### src/include/fsw_map.svh
/*
  constants of the fail-safe watchdog: widths, divider settings, reset values, timing.
  assumes: included by bare name from the package and the design modules.
*/
`ifndef FSW_MAP_SVH
`define FSW_MAP_SVH

`define FSW_CNT_W          16
`define FSW_CNT_MAX        16'hFFFF
`define FSW_CNT_ZERO       16'h0000
`define FSW_PRE_W          14
`define FSW_DIV_SLOW_LOG   14
`define FSW_DIV_FAST_LOG   8
`define FSW_SEL_SLOW       1'b0
`define FSW_SEL_FAST       1'b1
`define FSW_SEL_RST        1'b1
`define FSW_RELOAD_RST     16'hFF02
`define FSW_WARN_CYCLES    16'h0100
`define FSW_WARN_CNT_W     16
`define FSW_DEF_INTERVAL_US 6500
`define FSW_POWERUP_MHZ    10
`define FSW_DEF_TOL_CYC    200

`endif

### src/include/fsw_pkg.sv
/*
  types shared by the watchdog modules.
  assumes: fsw_map.svh on the include path.
*/
`include "fsw_map.svh"

package fsw_pkg;

  typedef enum logic [1:0] {
    FSW_RUN,
    FSW_STOP,
    FSW_WARN,
    FSW_RESET
  } fsw_state_type;

  typedef logic [`FSW_CNT_W-1:0] fsw_count_type;

endpackage : fsw_pkg

### src/include/fsw_tick_if.sv
/*
  tick link between the watchdog core and its prescaler.
  assumes: both ends on the same clock.
*/
interface fsw_tick_if;
  logic clr;
  logic sel;
  logic tick;

  modport ctl (output clr, output sel, input tick);
  modport pre (input clr, input sel, output tick);
endinterface : fsw_tick_if

### src/core/fsw_prescaler.sv
/*
  prescaler of the watchdog: divides the system clock by 16384 or 256.
  assumes: clr and sel come from logic on the same clock.
*/
`include "fsw_map.svh"

module fsw_prescaler
  import fsw_pkg::*;
#(
  parameter int SLOW_LOG = `FSW_DIV_SLOW_LOG,
  parameter int FAST_LOG = `FSW_DIV_FAST_LOG
) (
  input  wire logic  MCLK,
  input  wire logic  RST_N,
  fsw_tick_if.pre    pre
);

  logic [`FSW_PRE_W-1:0] div_cnt;

  always_ff @(posedge MCLK or negedge RST_N) begin
    if (!RST_N) begin
      div_cnt <= '0;
    end else if (pre.clr) begin
      div_cnt <= '0;
    end else begin
      div_cnt <= div_cnt + 1'b1;
    end
  end

  // tick on the last cycle of each divided period
  assign pre.tick = !pre.clr && ((pre.sel == `FSW_SEL_FAST) ? (&div_cnt[FAST_LOG-1:0]) :
                                                              (&div_cnt[SLOW_LOG-1:0]));

  // helper: cycles since the last tick or clear; clean drops on a change of selection
  logic [`FSW_PRE_W-1:0] gap;
  logic                  clean;
  logic                  sel_q;

  always_ff @(posedge MCLK or negedge RST_N) begin
    if (!RST_N) begin
      gap   <= '0;
      clean <= 1'b0;
      sel_q <= `FSW_SEL_RST;
    end else begin
      sel_q <= pre.sel;
      if (pre.clr || pre.tick) begin
        gap   <= '0;
        clean <= 1'b1;
      end else begin
        gap <= gap + 1'b1;
      end
      if (pre.sel != sel_q) begin
        clean <= 1'b0;
      end
    end
  end
endmodule // fsw_prescaler

### src/core/fsw_watchdog.sv
/*
  fail-safe watchdog: 16-bit up counter on a prescaled tick, prewarning then reset request.
  assumes: instruction strobes and register writes are one-cycle pulses from the core on MCLK.
*/
// Functional notes
// watchdog runs after every application reset without software action.
// disable instruction stops it, enable instruction restarts it, at any time; code ignores disable sent with enable or on overflow.
// software must service the watchdog before the counter overflows.
// unserviced overflow raises prewarning interrupt, then a reset request.
// 16-bit counter on prescaled tick, divider 16384 or 256 selectable.
// counter loads from the programmable interval reload register.
// each service reloads the counter and clears the prescaler together; code ignores service in FSW_WARN and FSW_RESET.
// reset defaults give a 6.5 ms interval at 10 MHz.
// counter counts up from reload; overflow is all ones to zero.
`include "fsw_map.svh"

module fsw_watchdog
  import fsw_pkg::*;
#(
  parameter int CNT_W       = `FSW_CNT_W,
  parameter int WARN_CYCLES = `FSW_WARN_CYCLES
) (
  input  wire logic                  MCLK,
  input  wire logic                  RST_N,
  input  wire logic                  SERVICE_INSTRUCTION,
  input  wire logic                  GUARD_DISABLE_INSTRUCTION,
  input  wire logic                  GUARD_ENABLE_INSTRUCTION,
  input  wire logic                  RELOAD_WR,
  input  wire logic [`FSW_CNT_W-1:0] RELOAD_DATA,
  input  wire logic                  PRESEL_WR,
  input  wire logic                  PRESEL_DATA,
  output logic      [`FSW_CNT_W-1:0] COUNT,
  output logic                       RUNNING,
  output logic                       PRESEL,
  output logic      [`FSW_CNT_W-1:0] RELOAD,
  output logic                       PREWARN_IRQ,
  output logic                       RESET_REQ
);

  localparam int WARN_N = WARN_CYCLES;

  fsw_tick_if tick_if ();

  fsw_prescaler u_pre (
    .MCLK  (MCLK),
    .RST_N (RST_N),
    .pre   (tick_if.pre)
  );

  fsw_state_type              state;
  fsw_state_type              next_state;
  fsw_count_type              count;
  fsw_count_type              next_count;
  fsw_count_type              interval_reload_register;
  logic                       presel;
  logic [`FSW_WARN_CNT_W-1:0] warn_cnt;
  logic                       svc_ok;
  logic                       overflow;
  logic                       warn_done;

  // service is ignored once the prewarning is out: the failure is already committed
  assign svc_ok    = SERVICE_INSTRUCTION && (state == FSW_RUN || state == FSW_STOP);
  assign overflow  = (state == FSW_RUN) && tick_if.tick && !SERVICE_INSTRUCTION &&
                     (count == `FSW_CNT_MAX);
  assign warn_done = (state == FSW_WARN) &&
                     (warn_cnt == (`FSW_WARN_CNT_W)'(WARN_CYCLES - 1));

  // prescaler held clear while stopped, so enable restarts a whole tick period
  assign tick_if.clr = svc_ok || (state != FSW_RUN);
  assign tick_if.sel = presel;

  // reload and divider selection, written by the core
  always_ff @(posedge MCLK or negedge RST_N) begin
    if (!RST_N) begin
      interval_reload_register <= `FSW_RELOAD_RST;
      presel                   <= `FSW_SEL_RST;
    end else begin
      if (RELOAD_WR) begin
        interval_reload_register <= RELOAD_DATA;
      end
      if (PRESEL_WR) begin
        presel <= PRESEL_DATA;
      end
    end
  end

  always_comb begin
    next_state = state;
    case (state)
      FSW_RUN: begin
        if (overflow) begin
          next_state = FSW_WARN;
        end else if (GUARD_DISABLE_INSTRUCTION && !GUARD_ENABLE_INSTRUCTION) begin
          next_state = FSW_STOP;
        end
      end
      FSW_STOP: begin
        if (GUARD_ENABLE_INSTRUCTION) begin
          next_state = FSW_RUN;
        end
      end
      FSW_WARN: begin
        if (warn_done) begin
          next_state = FSW_RESET;
        end
      end
      FSW_RESET: begin
        next_state = FSW_RESET;
      end
      default: begin
        next_state = FSW_RUN;
      end
    endcase
  end

  always_ff @(posedge MCLK or negedge RST_N) begin
    if (!RST_N) begin
      state <= FSW_RUN;
    end else begin
      state <= next_state;
    end
  end

  always_comb begin
    next_count = count;
    if (svc_ok) begin
      next_count = interval_reload_register;
    end else if (state == FSW_RUN && tick_if.tick) begin
      next_count = count + 1'b1;
    end
  end

  always_ff @(posedge MCLK or negedge RST_N) begin
    if (!RST_N) begin
      count <= `FSW_RELOAD_RST;
    end else begin
      count <= next_count;
    end
  end

  always_ff @(posedge MCLK or negedge RST_N) begin
    if (!RST_N) begin
      warn_cnt <= '0;
    end else if (state == FSW_WARN) begin
      warn_cnt <= warn_cnt + 1'b1;
    end else begin
      warn_cnt <= '0;
    end
  end

  // outputs, all registered
  always_ff @(posedge MCLK or negedge RST_N) begin
    if (!RST_N) begin
      COUNT       <= `FSW_RELOAD_RST;
      RUNNING     <= 1'b1;
      PRESEL      <= `FSW_SEL_RST;
      RELOAD      <= `FSW_RELOAD_RST;
      PREWARN_IRQ <= 1'b0;
      RESET_REQ   <= 1'b0;
    end else begin
      COUNT       <= next_count;
      RUNNING     <= (next_state == FSW_RUN);
      PRESEL      <= PRESEL_WR ? PRESEL_DATA : presel;
      RELOAD      <= RELOAD_WR ? RELOAD_DATA : interval_reload_register;
      PREWARN_IRQ <= overflow;
      RESET_REQ   <= (next_state == FSW_RESET);
    end
  end

  // helper for checks: high during the first cycle after reset release
  logic after_rst;

  always_ff @(posedge MCLK or negedge RST_N) begin
    if (!RST_N) begin
      after_rst <= 1'b1;
    end else begin
      after_rst <= 1'b0;
    end
  end

  // cycles of a whole default interval from the reset values
  logic [31:0] def_cycles;
  assign def_cycles = (32'h0001_0000 - {16'h0000, interval_reload_register}) <<
                      ((presel == `FSW_SEL_FAST) ? `FSW_DIV_FAST_LOG : `FSW_DIV_SLOW_LOG);

  localparam int DEF_CYC = `FSW_DEF_INTERVAL_US * `FSW_POWERUP_MHZ;
  localparam int DEF_TOL = `FSW_DEF_TOL_CYC;
endmodule // fsw_watchdog

### config.mk
export PLATFORM = sky130hd
export DESIGN_NAME = fsw_watchdog
export DESIGN_NICKNAME = d
export VERILOG_FILES = /design/src/include/fsw_pkg.sv /design/src/include/fsw_tick_if.sv /design/src/core/fsw_prescaler.sv /design/src/core/fsw_watchdog.sv
export VERILOG_INCLUDE_DIRS = /design/src /design/src/include
export SDC_FILE = /design/constraint.sdc
export NUM_CORES = 1
export LEC_CHECK = 0
export BUFFER_PORTS_ARGS = -buffer_cell sky130_fd_sc_hd__clkbuf_2
export CAP_MARGIN = 20
export CORE_ASPECT_RATIO = 0.75
export CORE_MARGIN = 2
export CORE_UTILIZATION = 30
export CTS_BUF_LIST = sky130_fd_sc_hd__clkbuf_16
export DETAILED_ROUTE_END_ITERATION = 12
export PLACE_DENSITY_LB_ADDON = 0.05
export SYNTH_ARGS = -nofsm -noshare
export SYNTH_HDL_FRONTEND = slang
export SYNTH_SLANG_ARGS = --single-unit
### constraint.sdc
create_clock -name MCLK -period 2.7 [get_ports MCLK]
set_input_delay 0.405 -clock MCLK [delete_from_list [all_inputs] [get_ports MCLK]]
set_output_delay 0.405 -clock MCLK [all_outputs]
set_load 0.05 [all_outputs]
; ---- Yosys cells after proc, flatten, opt, wreduce, memory -nomap -nowiden
; Cells that the tools add are included.
[totals]
elab_cells = 48
output_inout_bits = 36
ff_bits = 68
in_bits = 24
[op_classes]
n_eq_ne = 6
n_reduce_logical = 18
mux = 12
add_sub_neg = 3
[op_table]
columns = cell, n
row1 = 2-to-1 mux 16 bit, 4
row2 = adder 16 x 1 -> 16 bit (second input constant), 2
row3 = == test 16 bit (second input constant), 1
row4 = == test 16 x 8 -> 1 bit (second input constant), 1
row5 = adder 14 x 1 -> 14 bit (second input constant), 1
row6 = 2-to-1 mux 14 bit, 1
row7 = AND reduction 14 bit, 1
row8 = 2-to-1 mux 2 bit, 4
row9 = one-hot mux 2 bit (4 select lines), 1
row10 = AND reduction 8 bit, 1
row11 = logical AND 1 bit, 7
row12 = == test 2 bit (second input constant), 3
row13 = logical NOT 2 bit, 2
row14 = nonzero test 2 bit, 2
row15 = logical NOT 1 bit, 3
row16 = == test 2 x 1 -> 1 bit (second input constant), 1
row17 = logical OR 1 bit, 2
row18 = 2-to-1 mux 1 bit, 2

; ---- Logic depth before layout (Yosys ltp)
; Gate-level depths: netlist of run 1.
[depth]
depth_word = 12
depth_mapped = 8
depth_no_buf = 6

; ---- By module
; A second synthesis of run 1 with hierarchy kept.
[unflattened]
cells_unflattened = 323
area_unflattened_um2 = 3344.5
[modules_own_cells]
columns = mod, area_per_inst_um2, n_inst, cells_per_inst, seq_area_each_um2
row1 = fsw_watchdog, 2657.5, 1, 252, 1376.3
row2 = fsw_prescaler, 686.9, 1, 71, 350.3

; ---- Least setup slack after synthesis of run 1
; No wires, ideal clock.
[synth_timing]
path_kind = register to register
startpoint = reg COUNT[0] (netlist name)
endpoint = reg state[0]
synth_period_minus_slack_ns = 2.445
slack_ns = 0.255
arrival_ns = 2.314
setup_ns = 0.131
stages_incl_launch_ff = 7
t_required_ns = 2.569
cell_sequence = dfrtp_1 ha_1 nand3_2 or4_4 nor4b_4 nor4b_1 or3_1
[synth_rtl]
columns = element, line_no
row1 = end signal: assignment, fsw_watchdog.sv:120  ; state <= next_state;
row2 = end: declaration, fsw_watchdog.sv:50  ; fsw_state_type state;

==> flow_metrics.tcl, run 1 <==
set metrics [dict create \
    syn_nets 328 \
    required_ns 2.91 \
    area_growth_pct 21.6 \
    final_common_cell "clkbuf_2" \
    fmax_mhz 426 \
    sw_frac_of_total 0.302 \
    layout_min_cycle_time_ns 2.35 \
    wl_um 7570 \
    row_count 32 \
    grt_pass1_vias 2392 \
    synth_area_leader_cell "dfrtp_1" \
    irDropWorstVdd_uv 266 \
    hpwl_um 5220 \
    power_frac_clock 0.387 \
    grt_first_pass_wirelength_um 12500 \
    cp.buffers_inverters 0 \
    async_flop_share 1.00 \
    synth_area_leaders "dfrtp_1, dfstp_2, mux2_2" \
    routedWlPerCell_um 15.0 \
    rsz0062_at_grt "no" \
    fin_util 0.378 \
    yosysWarnings 0 \
    synth_ff_type "dfrtp_1" \
    antenna_cells 0 \
    synth_cell_types 45 \
    cts_root_buf "clkbuf_16" \
    die_area_um2 11600 \
    clock_latency_ns 0.33 \
    crit_type "reg -> reg" \
    grt_max_degree 69 \
    dieHeight_um 93.8 \
    overflow 0 \
    dr.pass1.iters 5 \
    setup.worst_path.end_class "flip-flop" \
    power_frac_seq 0.451 \
    internal-power_w 0.00182 \
    hold_class "in -> async" \
    ant_nets 0 \
    ctsResizeCount 0 \
    finalNetCount 391 \
    drv_cap 0 \
    p_leak_nw 1.70 \
    cts_tree "yes" \
    period_share 0.870 \
    cts_buffer_depth 2 \
    synth_seq_area_share 0.535 \
    status "completed" \
    via_count 2438 \
    final_hold_viol_count 0 \
    worstPathMaxFanout 6 \
    max_slew_margin 0.411 \
    grt_usage 0.143 \
    cpMaxStageDelayCell "or4_4" \
    drive_gt1_frac 0.322 \
    tightestPinTransition_ns 0.883 \
    die_w_um 124 \
    p_sw_w 0.000786 \
    slowest_delay_ns 0.61 \
    synth-edff-count 0 \
    yosysTopAreaCellShare 0.372 \
    netlist_area_um2 3230 \
    finalSetupTns_ns 0 \
    io_buffers 59 \
    drv_slew 0 \
    power_density_nw_per_um2 664 \
    path_clk_slew_ns 0.05 \
    startpoint_type "flip-flop" \
    finalSetupViolCount 0 \
    cts_setup_buffers 0 \
    htreeDepth 3 \
    viasPerCell 4.83 \
    synth_cells 301 \
    core_um2 10400 \
    cts_sinks 68 \
    combinationalPowerShare 0.162 \
    ys_ff_latch 68 \
    post-route-drc-count 0 \
    cp.arrival_ns 2.56 \
    avgSynthCellArea_um2 10.7 \
    path_cells "ha_1, nand3_2, or4_4, nor4b_4, nor4b_1, or3_1" \
    cts_hold_buf 0 \
    skew_ns 0.00737 \
    path_delay_family "simple AND/OR/NAND/NOR gates" \
    gp_congestion 0.767 \
    start_util 0.311 \
    drtIter0Drc 137 \
    numCtsBuffers 9 \
    layout_common_cells "clkbuf_2, dfrtp_1, nor2_1" \
    io_pins 60 \
    antenna_found_initial 0 \
]
-- power groups by stage --
stage | clock network, W | registers (W) | logic, W
6_report | 0.00101 | 0.00118 | 0.000421
5_1_grt | 0.00110 | 0.00119 | 0.000451
4_1_cts | 0.00105 | 0.00118 | 0.000428
3_5_place_dp | 0 | 0.00119 | 0.000427
3_3_place_gp | 0 | 0.00119 | 0.000425
2_1_floorplan | 0 | 0.00138 | 0.000103
-- synthesized netlist by cell type (4+ instances only) --
master,number
dfrtp_1,48
nor2_1,46
dfstp_2,20
mux2_2,17
nand2_1,16
nand3_1,14
xor2_1,14
o21ai_0,13
xnor2_1,10
a221o_1,9
inv_1,8
clkbuf_1,7
nand4_1,7
nor3_1,7
nor4_1,7
and2_1,5
or3_1,5
a21oi_1,4
and3_1,4
o21a_1,4
-- path summary, 6_finish.rpt --
check | from | endpoint | slack (ns) | cells after the start
setup / recovery | COUNT[1] | state[0] | 0.35 | 6
hold / removal | RST_N | RELOAD[6] | 0.29 | 2
setup reg to reg | COUNT[1] | state[0] | 0.35 | 6
hold reg to reg | warn_cnt[0] | warn_cnt[0] | 0.46 | 1
max in group asynchronous | RST_N | warn_cnt[14] | 1.84 | 2
min in group MCLK | RELOAD_DATA[14] | RELOAD[14] | 0.31 | 2
-- state kept, by name (all words and copies together) (netlist names) --
signal	cells
COUNT	16
u_pre.div_cnt	14
RESET_REQ	1
RUNNING	1
PRESEL	1
state	2
RELOAD	16
warn_cnt	16
PREWARN_IRQ	1
-- cells by family after synthesis --
group / after synthesis / share of synthesized area
fa+ha+maj: 3 / 0.0116
mux: 17 / 0.0593
buf+inv: 19 / 0.0252
simple gates: 127 / 0.204
xor+xnor: 24 / 0.0652
flops: 68 / 0.535
compound gates: 43 / 0.0997
-- metrics by stage --
stage / power, W / cell area, um^2 / instances / hold slack [ns] / setup WS (ns)
2_1_floorplan: 0.00148 / 3230 / 301 / 0.109 / 0.255
3_3_place_gp: 0.00162 / 3670 / 489 / 0.442 / 0.384
3_5_place_dp: 0.00162 / 3670 / 489 / 0.450 / 0.356
4_1_cts: 0.00266 / 3920 / 505 / 0.299 / 0.340
5_1_grt: 0.00274 / 3920 / 505 / 0.293 / 0.215
6_report: 0.00260 / 3920 / 505 / 0.286 / 0.351
-- layout make-up --
class | instances | area (um^2)
clock buffer | 9 | 225
inverter | 8 | 30.0
timing repair buffer | 63 | 325
tap | 136 | 170
clock inverter | 7 | 28.8
fill | 1079 | 6450
sequential | 68 | 1730
multi-input combinational | 214 | 1420
-- per-layer routing --
layer  up-vias  wire length, um  GRT usage
li1       1196                -          -
met1      1182             3860      0.201
met2        53             3100      0.198
met3         7              509     0.0546
met4         0               95     0.0483
met5         -                0          0
Note: power is estimated with default switching activity, not from simulation.
==> run 2: changes to the inputs <==
--- a/config.mk
+++ b/config.mk
@@ -9,11 +9,12 @@
 export BUFFER_PORTS_ARGS = -buffer_cell sky130_fd_sc_hd__clkbuf_2
 export CAP_MARGIN = 20
 export CORE_ASPECT_RATIO = 0.75
-export CORE_MARGIN = 2
+export CORE_MARGIN = 1.5
 export CORE_UTILIZATION = 30
 export CTS_BUF_LIST = sky130_fd_sc_hd__clkbuf_16
 export DETAILED_ROUTE_END_ITERATION = 12
-export PLACE_DENSITY_LB_ADDON = 0.05
+export PLACE_DENSITY = 0.51
+export REMOVE_ABC_BUFFERS = 1
 export SYNTH_ARGS = -nofsm -noshare
 export SYNTH_HDL_FRONTEND = slang
 export SYNTH_SLANG_ARGS = --single-unit
==> run 2 against run 1 <==
  * Die area shrank 1.9%
  * Critical path depth stayed put
  * Critical endpoint unchanged
  * Clock-buffer cell count stayed put
  * Sequential power is essentially flat
  * Combinational power rose by 1%
  * Largest cell class unchanged
==> flow_metrics.tcl, run 2 (synthesis gave the netlist of run 1 again) <==
set metrics [dict create \
    io_buffers 59 \
    cp.arrival_ns 2.59 \
    grt_first_pass_wirelength_um 12500 \
    via_count 2500 \
    die_area_um2 11400 \
    grt_pass1_vias 2416 \
    finalNetCount 392 \
    wl_um 7690 \
    skew_ns 0.00661 \
    worst_slack_ns 0.327 \
    hold_class "in -> async" \
    top_regs "COUNT (16), RELOAD (16), warn_cnt (16)" \
    required_ns 2.91 \
    grtUsageMet3 0.0560 \
    rsz0062_at_grt "no" \
    drtIter0Drc 228 \
    dr.pass1.iters 4 \
    path_clk_slew_ns 0.06 \
    path_delay_family "simple AND/OR/NAND/NOR gates" \
    antenna_cells 0 \
    grt_max_degree 43 \
    ctsResizeCount 0 \
    start_util 0.311 \
    worstPathMaxFanout 6 \
    r2r_start "COUNT[1]" \
    power_density_nw_per_um2 690 \
    gr-usage-met1 0.206 \
    status "completed" \
    core_um2 10400 \
    cts_root_buf "clkbuf_16" \
    post-route-drc-count 0 \
    numCtsBuffers 9 \
    finalSetupViolCount 0 \
    period_share 0.879 \
    grt-busiest-layer "met2" \
    hpwl_um 5350 \
    area_growth_pct 23.5 \
    startpoint_type "flip-flop" \
    finalSetupTns_ns 0 \
    cpMaxStageDelayCell "or4_4" \
    cts_setup_buffers 0 \
    dieHeight_um 92.8 \
    cts_sinks 68 \
    overflow 0 \
    io_pins 60 \
    layout_min_cycle_time_ns 2.37 \
    tightestPinTransition_ns 0.669 \
    viasPerCell 4.94 \
    die_w_um 123 \
    postLayoutCellArea_um2 3980 \
    drv_slew 0 \
    fin_util 0.384 \
    final_hold_viol_count 0 \
    critPathLaunch "COUNT[1]" \
    place_ws_ns 0.334 \
    ant_nets 0 \
    crit_type "reg -> reg" \
    p_leak_nw 1.72 \
    cts_hold_buf 0 \
    final_common_cell "clkbuf_2" \
    gp_congestion 0.744 \
    routedWlPerCell_um 15.2 \
    row_count 32 \
    slowest_delay_ns 0.60 \
    layout_common_cells "clkbuf_2, dfrtp_1, nor2_1" \
    clock_latency_ns 0.33 \
    drv_cap 0 \
    grt_use_met2 0.208 \
    drive_gt1_frac 0.335 \
    cts_tree "yes" \
    place_area_um2 3690 \
    antenna_found_initial 0 \
    max_slew_margin 0.554 \
    fmax_mhz 421 \
    cts_buffer_depth 2 \
    setup.worst_path.end_class "flip-flop" \
    path_cells "ha_1, nand3_2, or4_4, nor4b_4, nor4b_1, or3_1" \
    htreeDepth 3 \
    irDropWorstVdd_uv 246 \
    grt_usage 0.146 \
    cp.buffers_inverters 0 \
]
-- run 2: final timing paths --
kind	slack, ns	end	cells past startpoint
max	0.33	state[0]	6
min	0.09	u_pre.div_cnt[9]	1
max reg2reg	0.33	state[0]	6
min reg2reg	0.46	warn_cnt[0]	1
max in group asynchronous	1.89	RELOAD[1]	2
min in group MCLK	0.30	RELOAD[2]	2
-- run 2: area by class of cell --
type                       count  area [um^2]
clock buffer                   9          225
tap                          136          170
timing repair buffer          64          345
clock inverter                 7         68.8
fill                        1040         6390
multi-input combinational    214         1420
sequential                    68         1730
inverter                       8         30.0
-- run 2: worst register-to-register path, cell delays in order (launching register included) --
cell     delay (ns)
dfstp_2        0.56
ha_1           0.22
nand3_2        0.16
or4_4          0.60
nor4b_4        0.28
nor4b_1        0.08
or3_1          0.34
-- run 2: power breakdown --
group	switching (W)	leakage, nW	internal [W]
sequential	0.0000724	0.849	0.00111
clock	0.000436	0.147	0.000710
combinational	0.000310	0.721	0.000116
total	0.000819	1.72	0.00193
-- run 2: per-stage QoR --
stage	power, W	hold slack [ns]	std cells
finish	0.00275	0.0936	506
global route	0.00288	0.131	506
CTS	0.00280	0.0907	506
detailed placement	0.00163	0.450	490
global placement	0.00162	0.440	490
floorplan	0.00148	0.109	290
-- run 2: per-layer routing --
layer / part of all wire / up-vias
met5: 0 / -
met4: 0.0060 / 0
met3: 0.052 / 6
met2: 0.43 / 60
met1: 0.51 / 1221
li1: - / 1213
==> run 3: changes to the inputs <==
--- a/config.mk
+++ b/config.mk
@@ -6,7 +6,7 @@
 export SDC_FILE = /design/constraint.sdc
 export NUM_CORES = 1
 export LEC_CHECK = 0
-export BUFFER_PORTS_ARGS = -buffer_cell sky130_fd_sc_hd__clkbuf_2
+export BUFFER_PORTS_ARGS = -buffer_cell sky130_fd_sc_hd__buf_2
 export CAP_MARGIN = 20
 export CORE_ASPECT_RATIO = 0.75
 export CORE_MARGIN = 1.5
==> run 3 against run 2 <==
  * Cell area about the same
  * Critical path depth unchanged
  * Utilization about the same
  * Worst hold slack lost 0.0091 ns
  * Routed wire length down 4.5%
  * Global-route usage is 0.50 points lower
  * Register-to-register slack about the same
  * Critical endpoint unchanged
  * Highest routed layer unchanged
==> flow_metrics.tcl, run 3 (synthesis gave the netlist of run 1 again) <==
set metrics [dict create \
    hpwl_um 5140 \
    drv_cap 0 \
    drive_gt1_frac 0.338 \
    internal-power_w 0.00193 \
    layout_min_cycle_time_ns 2.36 \
    start_util 0.311 \
    period_share 0.874 \
    overflow 0 \
    irDropWorstVdd_uv 289 \
    viasPerCell 4.79 \
    layout_common_cells "buf_2, dfrtp_1, nor2_1" \
    die_w_um 123 \
    critical_path.endpoint "state[0]" \
    cts_setup_buffers 0 \
    combinationalPowerShare 0.155 \
    cts_tree "yes" \
    p_leak_nw 1.70 \
    ant_nets 0 \
    top_regs "COUNT (16), RELOAD (16), warn_cnt (16)" \
    grt_usage 0.141 \
    num-fill-cells 1015 \
    power_frac_seq 0.428 \
    finalSetupViolCount 0 \
    r2r_cells 6 \
    grt-busiest-layer "met1" \
    grt_max_degree 69 \
    power_frac_clock 0.417 \
    r2r_start "COUNT[1]" \
    io_buffers 59 \
    antenna_cells 0 \
    dr.pass1.iters 4 \
    cts_sinks 68 \
    path_clk_slew_ns 0.06 \
    power_density_nw_per_um2 689 \
    whs_ns 0.0845 \
    worst_slack_ns 0.341 \
    wl_um 7340 \
    gr-usage-met1 0.205 \
    startpoint_type "flip-flop" \
    grt_use_met2 0.197 \
    cp.arrival_ns 2.57 \
    io_pins 60 \
    final_common_cell "buf_2" \
    antenna_found_initial 0 \
    area_growth_pct 23.5 \
    cts_hold_buf 0 \
    cts_root_buf "clkbuf_16" \
    skew_ns 0.00703 \
    rrSetupSlack_ns 0.34 \
    clock_latency_ns 0.33 \
    cts_buffer_depth 2 \
    htreeDepth 3 \
    drv_slew 0 \
    stdcell_count 506 \
    gp_congestion 0.732 \
    status "completed" \
    max_slew_margin 0.585 \
    routedWlPerCell_um 14.5 \
    grt_pass1_vias 2336 \
    fin_util 0.384 \
    rsz0062_at_grt "no" \
    finalNetCount 392 \
    seqCellArea_um2 1730 \
    post-route-drc-count 0 \
    hold_class "in -> async" \
    drtIter0Drc 225 \
    setup.worst_path.end_class "flip-flop" \
    die_area_um2 11400 \
    core_um2 10400 \
    grt_first_pass_wirelength_um 12200 \
    grtUsageMet3 0.0450 \
    ctsResizeCount 0 \
    via_count 2425 \
    fmax_mhz 424 \
    dp_cells 490 \
    crit_type "reg -> reg" \
    timing.rr.end "state[0]" \
    row_count 32 \
    required_ns 2.91 \
    finalSetupTns_ns 0 \
    p_sw_w 0.000814 \
    dieHeight_um 92.8 \
    place_ws_ns 0.349 \
    sw_frac_of_total 0.296 \
    numCtsBuffers 9 \
    final_hold_viol_count 0 \
    worstPathMaxFanout 6 \
    tightestPinTransition_ns 0.623 \
    multi_input_area_um2 1420 \
    critPathLaunch "COUNT[1]" \
]
[run 3: final cells by class]
class	count	area share
clock buffer	9	0.0566
clock inverter	7	0.0170
inverter	8	0.00754
multi-input combinational	214	0.356
sequential	68	0.434
tap	136	0.0427
timing repair buffer	64	0.0867
[run 3: metal layers]
metal | up-vias | part of all wire
met4 | 0 | 0.0050
met3 | 7 | 0.047
met5 | - | 0
met1 | 1170 | 0.52
met2 | 44 | 0.43
li1 | 1204 | -
[run 3: per-stage QoR]
step,cell area [um^2],total power (W)
6_report,3980,0.00275
3_5_place_dp,3690,0.00163
4_1_cts,3980,0.00279
3_3_place_gp,3690,0.00162
5_1_grt,3980,0.00288
2_1_floorplan,3170,0.00148
[run 3: power by group through the flow]
stage	clock (W)	sequential [W]	combinational [W]
CTS	0.00118	0.00118	0.000432
global route	0.00123	0.00119	0.000455
global placement	0	0.00119	0.000429
detailed placement	0	0.00119	0.000431
finish	0.00114	0.00118	0.000426
floorplan	0	0.00138	0.0000979
[run 3: worst min-delay path by stage]
stage                startpoint                 to  slack, ns  cells after the start
floorplan                 RST_N           COUNT[0]       0.11                      0
global placement    warn_cnt[0]        warn_cnt[0]       0.44                      1
detailed placement  warn_cnt[0]        warn_cnt[0]       0.44                      1
CTS                       RST_N           COUNT[6]       0.10                      2
global route              RST_N  u_pre.div_cnt[12]       0.10                      2
finish                    RST_N  u_pre.div_cnt[12]       0.08                      2
[run 3: critical path, cell delays in order, from the launching register on]
cell and delay [ns]:
dfstp_2 0.56, ha_1 0.21, nand3_2 0.15, or4_4 0.60, nor4b_4 0.30, nor4b_1 0.08, or3_1 0.34
